## src/include/adcps_pkg.sv

```systemverilog
// package for the converter calibration and power sequencer
//
// Contract
// - calibration starts on calibration pin pulse or software write with start bit set.
// - at 4 MHz master clock: full 31.25 ms, gain+offset 6.94 ms, single 3.47 ms.
// - calibration lengths count master clock cycles, so slower clocks stretch them.
// - at power-on a full self-calibration starts once the calibration pin rises.
// - calibration pin low resets converter logic; calibration begins when it returns high.
// - busy rises at pin release or after the write, stays up until done.
// - full trims DAC, gain, offset; gain+offset skips DAC; singles trim one.
// - offset trims the zero-scale error, gain trims the positive full-scale error.
// - full power-down after conversion keeps the device powered only while converting; code 10 here holds full power-down even during a conversion.
// - power bits 00 sleep-controlled, 01 normal, 10 full down, 11 partial.
package adcps_pkg;

  // calibration times at the reference master clock
  localparam real MCLK_REF_MHZ  = 4.0;
  localparam real CAL_FULL_MS   = 31.25;
  localparam real CAL_GO_MS     = 6.94;
  localparam real CAL_SINGLE_MS = 3.47;
  localparam int  CAL_FULL_CYC   = int'(CAL_FULL_MS * 1000.0 * MCLK_REF_MHZ);
  localparam int  CAL_GO_CYC     = int'(CAL_GO_MS * 1000.0 * MCLK_REF_MHZ);
  localparam int  CAL_SINGLE_CYC = int'(CAL_SINGLE_MS * 1000.0 * MCLK_REF_MHZ);
  localparam int  CNT_W          = 17;

  // calibration type codes
  localparam logic [1:0] CAL_FULL        = 2'h0;
  localparam logic [1:0] CAL_GAIN_OFFSET = 2'h1;
  localparam logic [1:0] CAL_OFFSET      = 2'h2;
  localparam logic [1:0] CAL_GAIN        = 2'h3;

  // power management codes {hi, lo}
  localparam logic [1:0] PM_SLEEP_CTRL = 2'h0;
  localparam logic [1:0] PM_NORMAL     = 2'h1;
  localparam logic [1:0] PM_FULL_DOWN  = 2'h2;
  localparam logic [1:0] PM_PARTIAL    = 2'h3;

  // values after reset
  localparam logic [1:0] PM_RESET  = PM_SLEEP_CTRL;
  localparam logic [1:0] CAL_RESET = CAL_FULL;

  typedef enum logic [2:0] {
    ST_POWERON,
    ST_IDLE,
    ST_HOLD,
    ST_DAC,
    ST_GAIN,
    ST_OFFSET
  } adcps_state_t;

  // one control register write
  typedef struct packed {
    logic       startCalibrationBit;
    logic [1:0] calType;
    logic       powerManageHiBit;
    logic       powerManageLoBit;
  } adcps_wr_t;

  // trim phase indicators
  typedef struct packed {
    logic dac;
    logic gain;
    logic offset;
  } adcps_trim_t;

  typedef struct packed {
    adcps_state_t st;
    logic [CNT_W-1:0] cnt;
    logic [1:0]   calType;
    logic [1:0]   pm;
    logic         porFull;
    logic         mclkPrev;
    logic         busy;
    logic         intReset;
    adcps_trim_t  trim;
    logic         fullDown;
    logic         partDown;
  } adcps_regs_t;

endpackage : adcps_pkg

```

## src/hdl/adcps_seq.sv

```systemverilog
// calibration and power sequencer for the converter
`timescale 1ns/1ps
`default_nettype none
module adcps_seq #(
  parameter int FULL_CYC   = adcps_pkg::CAL_FULL_CYC,
  parameter int GO_CYC     = adcps_pkg::CAL_GO_CYC,
  parameter int SINGLE_CYC = adcps_pkg::CAL_SINGLE_CYC
) (
  input  wire logic                ref_clk,
  input  wire logic                rst_n,
  input  wire logic                masterClock,
  input  wire logic                calPinN,
  input  wire logic                sleepPinN,
  input  wire logic                swWrite,
  input  wire adcps_pkg::adcps_wr_t swWrData,
  input  wire logic                converting,
  input  wire logic                convReq,
  output logic                     convGrant,
  output logic                     busy,
  output logic                     calInternalReset,
  output adcps_pkg::adcps_trim_t   trim,
  output logic                     fullPowerDown,
  output logic                     partialPowerDown
);

  adcps_pkg::adcps_regs_t r_r;
  adcps_pkg::adcps_regs_t r_nxt;
  logic                   mclkTick;

  // phase lengths in master clock cycles, loaded minus one
  function automatic logic [16:0] phaseLen(input adcps_pkg::adcps_state_t s,
                                           input logic [1:0] t);
    int len;
    len = SINGLE_CYC;
    if (s == adcps_pkg::ST_DAC) len = FULL_CYC - GO_CYC;
    else if (s == adcps_pkg::ST_GAIN && t != adcps_pkg::CAL_GAIN) len = GO_CYC - SINGLE_CYC;
    phaseLen = 17'(len - 1);
  endfunction : phaseLen

  // first trim phase of each calibration type
  function automatic adcps_pkg::adcps_state_t firstPhase(input logic [1:0] t);
    case (t)
      adcps_pkg::CAL_FULL:   firstPhase = adcps_pkg::ST_DAC;
      adcps_pkg::CAL_OFFSET: firstPhase = adcps_pkg::ST_OFFSET;
      default:               firstPhase = adcps_pkg::ST_GAIN;
    endcase
  endfunction : firstPhase

  // next state
  always_comb begin
    r_nxt = r_r;
    // durations advance only on master clock rising edges
    mclkTick = masterClock & ~r_r.mclkPrev;
    r_nxt.mclkPrev = masterClock;
    // power bits land on every write, even mid-calibration
    if (swWrite) begin
      r_nxt.pm = {swWrData.powerManageHiBit, swWrData.powerManageLoBit};
    end
    // type bits are kept for later pin starts; a running calibration keeps its own
    if (swWrite && !r_r.busy) begin
      r_nxt.calType = swWrData.calType;
    end
    case (r_r.st)
      adcps_pkg::ST_POWERON: begin
        // pin already high means autocal is strapped off
        r_nxt.porFull = ~calPinN;
        r_nxt.st      = calPinN ? adcps_pkg::ST_IDLE : adcps_pkg::ST_HOLD;
      end
      adcps_pkg::ST_IDLE: begin
        // a start while the pin is low loses to the abort below
        if (swWrite && swWrData.startCalibrationBit) begin
          r_nxt.calType = swWrData.calType;
          r_nxt.st      = firstPhase(swWrData.calType);
          r_nxt.cnt     = phaseLen(firstPhase(swWrData.calType), swWrData.calType);
        end
      end
      adcps_pkg::ST_HOLD: begin
        if (calPinN) begin
          // first release after power-on forces a full self-calibration
          r_nxt.calType = r_r.porFull ? adcps_pkg::CAL_FULL : r_r.calType;
          r_nxt.porFull = 1'b0;
          r_nxt.st      = firstPhase(r_nxt.calType);
          r_nxt.cnt     = phaseLen(firstPhase(r_nxt.calType), r_nxt.calType);
        end
      end
      adcps_pkg::ST_DAC, adcps_pkg::ST_GAIN, adcps_pkg::ST_OFFSET: begin
        if (mclkTick && r_r.cnt != 17'h0) begin
          r_nxt.cnt = r_r.cnt - 17'h1;
        end else if (mclkTick) begin
          // dac, then gain, then offset; singles stop after one
          if (r_r.st == adcps_pkg::ST_DAC) begin
            r_nxt.st = adcps_pkg::ST_GAIN;
          end else if (r_r.st == adcps_pkg::ST_GAIN && r_r.calType != adcps_pkg::CAL_GAIN) begin
            r_nxt.st = adcps_pkg::ST_OFFSET;
          end else begin
            r_nxt.st = adcps_pkg::ST_IDLE;
          end
          // each phase reloads its own length, so the split never drifts
          r_nxt.cnt = phaseLen(r_nxt.st, r_r.calType);
        end
      end
      default: r_nxt.st = adcps_pkg::ST_IDLE;
    endcase
    // pin low aborts anything and holds the logic in reset
    if (!calPinN && r_r.st != adcps_pkg::ST_POWERON) begin
      r_nxt.st  = adcps_pkg::ST_HOLD;
      r_nxt.cnt = 17'h0;
    end
    // status decoded from next state so outputs are flops
    r_nxt.busy = r_nxt.st inside {adcps_pkg::ST_DAC, adcps_pkg::ST_GAIN,
                                  adcps_pkg::ST_OFFSET};
    r_nxt.intReset    = r_nxt.st == adcps_pkg::ST_HOLD;
    r_nxt.trim.dac    = r_nxt.st == adcps_pkg::ST_DAC;
    r_nxt.trim.gain   = r_nxt.st == adcps_pkg::ST_GAIN; // positive full scale
    r_nxt.trim.offset = r_nxt.st == adcps_pkg::ST_OFFSET; // zero scale
    // power modes; sleep pin only matters in the default code
    r_nxt.fullDown = (r_nxt.pm == adcps_pkg::PM_FULL_DOWN) ||
                     (r_nxt.pm == adcps_pkg::PM_SLEEP_CTRL && !sleepPinN &&
                      !r_nxt.busy && !converting);
    r_nxt.partDown = (r_nxt.pm == adcps_pkg::PM_PARTIAL) && !converting;
  end

  // state register
  // reset loads constants only; the power-on state then samples the pin
  always_ff @(posedge ref_clk or negedge rst_n) begin
    if (!rst_n) begin
      r_r          <= '0;
      r_r.st       <= adcps_pkg::ST_POWERON;
      r_r.pm       <= adcps_pkg::PM_RESET;
      r_r.calType  <= adcps_pkg::CAL_RESET;
    end else begin
      r_r <= r_nxt;
    end
  end

  // conversions wait while calibrating or held in reset
  assign convGrant        = convReq & ~r_r.busy & ~r_r.intReset;
  assign busy             = r_r.busy;
  assign calInternalReset = r_r.intReset;
  assign trim             = r_r.trim;
  assign fullPowerDown    = r_r.fullDown;
  assign partialPowerDown = r_r.partDown;
endmodule : adcps_seq
`default_nettype wire

```

## config.mk

```make
export PLATFORM = sky130hd
export DESIGN_NAME = adcps_seq
export DESIGN_NICKNAME = d
export VERILOG_FILES = /design/src/include/adcps_pkg.sv /design/src/hdl/adcps_seq.sv
export SDC_FILE = /design/constraint.sdc
export NUM_CORES = 1
export LEC_CHECK = 0
export BUFFER_PORTS_ARGS = -buffer_cell sky130_fd_sc_hd__buf_2
export CORE_UTILIZATION = 40
export DETAILED_ROUTE_END_ITERATION = 6
export GPL_TIMING_DRIVEN = 0
export RECOVER_POWER = 25
export SYNTH_ARGS = -nofsm -noshare
export SYNTH_HDL_FRONTEND = slang
export SYNTH_SLANG_ARGS = --single-unit
```

## constraint.sdc

```tcl
create_clock -name ref_clk -period 5.2 [get_ports ref_clk]
set_input_delay 0.52 -clock ref_clk [delete_from_list [all_inputs] [get_ports ref_clk]]
set_output_delay 0.52 -clock ref_clk [all_outputs]
set_load 0.02 [all_outputs]
```

==> flow_summary.toml <==
[floorplan]
die_x_um = 74.2
dieArea_um2 = 5500
die_y_um = 74.2
rows = 25
io_pins = 21
initial_core_util_pct = 42.7
core_area_um2 = 4880

[placed_design]
gp_congestion = 0.884
hpwl_um = 3610
io_buffers = 19

[power_and_ir_drop]
power_switching_w = 0.000714
vdd_drop_max_mv = 0.259
switching_share_pct = 46.0
p_seq_share_pct = 28.0
power.share.clock_pct = 16.1
power_leakage_nw = 1.03
powerDensity_nw_per_um2 = 653
p_comb_share_pct = 55.9
p_int_w = 0.000837

[timing]
clock_skew_ns = 0.00718
fin_tns_setup_ns = 0
finalSetupViolCount = 0
fmax_ghz = 0.411
rsz0062_at_grt = "no"
finalCriticalPeriod_ns = 2.43
hold_violations = 0
slew_headroom_pct = -20.1
slew_viol_final = 34
period_share_pct = 46.8
worstMarginPinSlew_ns = 1.80

[layout]
final_cell_mix = "dfrtp_1, nand2_1, buf_2"
num_antenna_cells = 0
syn_to_final_growth_pct = 14.0
nNetsFinal = 282
utilization_pct = 48.7
register_area_um2 = 826
mostFrequentLayoutCell = "dfrtp_1"
drive_gt1_share_pct = 16.4
multiInputGateArea_um2 = 1140
fill_cells = 500

[detailed_routing]
drt_wl_total_um = 4970
drtPass1Iterations = 4
vias = 1889
wl_per_cell_um = 14.8
remaining_drc_errors = 0
avgViaCountPerCell = 5.64
drtIter0Drc = 147
ant_nets = 0

[logic_synthesis]
synth_seq_cells = 33
synth_flop_cell = "dfrtp_1"
synth_enable_flop_cells = 0
synth_cells = 241
async_flop_share_pct = 100
yosysWarnings = 0
seq_area_frac_synth_pct = 39.6
syn_avg_cell_area_um2 = 8.64
syn_area_um2 = 2080
synth.distinct_cells = 55
synth_nets = 256

[clock_network]
clock_sinks = 33
post_cts_buffers = 0
clk_pin_slew_ns = 0.08
cts-htree-levels = 2
cts_buffers = 5
post_cts_resized = 0
root_buffer = "clkbuf_8"
hold_buffers = 0
cts_tree = "done"
clk-insertion-delay-late_ns = 0.29
clockBufferDepth = 2

[hold_path]
hold_path_class = "primary input to register"

[worst_setup_path]
crit_chain = "nand3b_1 > a21oi_1 > a21boi_1 > buf_2 > a31oi_1 > o22ai_1"
required_ns = 5.41
cp-end-kind = "register"
critical-path-slowest-cell = "a21oi_1"
critical_path_class = "register to register"
arrival_ns = 2.64
start_kind = "register"
max_stage_delay_ns = 0.50
path_max_fanout = 10

[job]
cap_violations = 1

[outcome]
outcome = "finished, violations left"
violations = "capacitance limit, slew limit"

[grt]
antenna_found_initial = 0
first_global_vias = 1778
grt_pass1_wl_um = 8430
grt_start_max_net_pins = 34
overflow = 0
gr-usage-all-layers_pct = 20.3
[synthesized netlist by cell type (2+ instances only)]
master     n  area, µm²
dfrtp_1   33        826
o211ai_1   3       22.5
nor3_1     6       30.0
o21ai_0    9       45.0
nand3_1    5       25.0
a22o_1     3       26.3
or4_4      2       22.5
nor4_1     2       12.5
nor2b_1    2       12.5
nand2b_1   9       56.3
nor3b_1    5       37.5
buf_2      4       20.0
o31ai_1    6       45.0
nand2_1   28        105
o221ai_1   2       17.5
a31oi_1   13       81.3
ha_1       2       25.0
inv_1     13       48.8
o22ai_1    6       37.5
xor2_1     2       17.5
a21oi_1   18       90.1
clkbuf_1   5       18.8
nor2_1    17       63.8
nand3b_1   2       15.0
or3_1      6       37.5
a22oi_1    3       22.5
a21o_1     3       22.5
a311oi_1   2       17.5
buf_4      3       22.5
and4_1     2       17.5
[final timing paths]
| kind | startpoint | to | slack [ns] | cells past startpoint |
|---|---|---|---|---|
| setup / recovery | r_r[32]$_DFF_PN0_ | r_r[27]$_DFFE_PN0P_ | 2.77 | 6 |
| hold / removal | masterClock | r_r[7]$_DFF_PN0_ | 0.34 | 1 |
| setup reg to reg | r_r[32]$_DFF_PN0_ | r_r[27]$_DFFE_PN0P_ | 2.77 | 6 |
| hold reg to reg | r_r[14]$_DFFE_PN0P_ | r_r[14]$_DFFE_PN0P_ | 0.53 | 2 |
| max in group asynchronous | rst_n | r_r[24]$_DFFE_PN0P_ | 3.46 | 1 |
| min in group asynchronous | rst_n | fullPowerDown$_DFF_PN0_ | 0.70 | 1 |
[kinds of logic (layout without fill, tap and decap cells)]
logic type	Yosys count	count (layout)	share of synthesized area, %
flip-flops	33	33	39.6
XOR/XNOR	3	3	1.26
AND/OR/NAND/NOR	94	94	24.8
adder cells (fa/ha/maj)	2	2	1.20
multiplexers	2	2	1.02
AO/OA/AOI/OAI	81	81	26.2
buffers and inverters	26	53	5.83
[power groups by stage]
stage / Clock [W] / Sequential [W] / Combinational (W)
6_report: 0.000249 / 0.000434 / 0.000868
3_5_place_dp: 0 / 0.000439 / 0.000857
4_1_cts: 0.000254 / 0.000435 / 0.000862
3_3_place_gp: 0 / 0.000439 / 0.000855
2_1_floorplan: 0 / 0.000424 / 0.000674
5_1_grt: 0.000261 / 0.000450 / 0.000964
[critical path, delay by kind of cell (launching register included)]
family / cells / cell delay, ns
AND/OR/NAND/NOR: 1 / 0.30
AO/OA/AOI/OAI: 4 / 1.30
buffers and inverters: 1 / 0.31
flip-flops: 1 / 0.44
[metrics by stage]
stage	instance area, µm²	power [W]	instances	setup slack, ns	hold slack (ns)
after floorplan	2080	0.00110	241	3.11	0.224
after global placement	2260	0.00129	327	2.72	0.490
after detailed placement	2260	0.00130	327	2.75	0.505
after CTS	2380	0.00155	335	2.82	0.314
after global routing	2370	0.00168	335	2.47	0.336
final	2370	0.00155	335	2.77	0.344
[area by class of cell]
cell class,count,area share [%]
Tap cell,67,3.53
Sequential cell,33,34.8
Clock inverter,3,1.95
Multi-Input combinational cell,182,47.8
Clock buffer,5,2.90
Inverter,13,2.05
Timing Repair Buffer,19,3.90
Buffer,13,3.06
[flip-flops by register name, summed over array words and instances, names as in the netlist]
name / cells
fullPowerDown: 1
r_r: 26
calInternalReset: 1
busy: 1
partialPowerDown: 1
trim: 3
[routing by layer]
layer / up-vias / global-route usage, % / routed length, µm
li1: 946 / - / -
met1: 896 / 28.7 / 2460
met2: 38 / 31.4 / 2210
met3: 9 / 3.12 / 201
met4: 0 / 7.69 / 93
met5: - / 0 / 0
(Power assumes the default switching activity.)
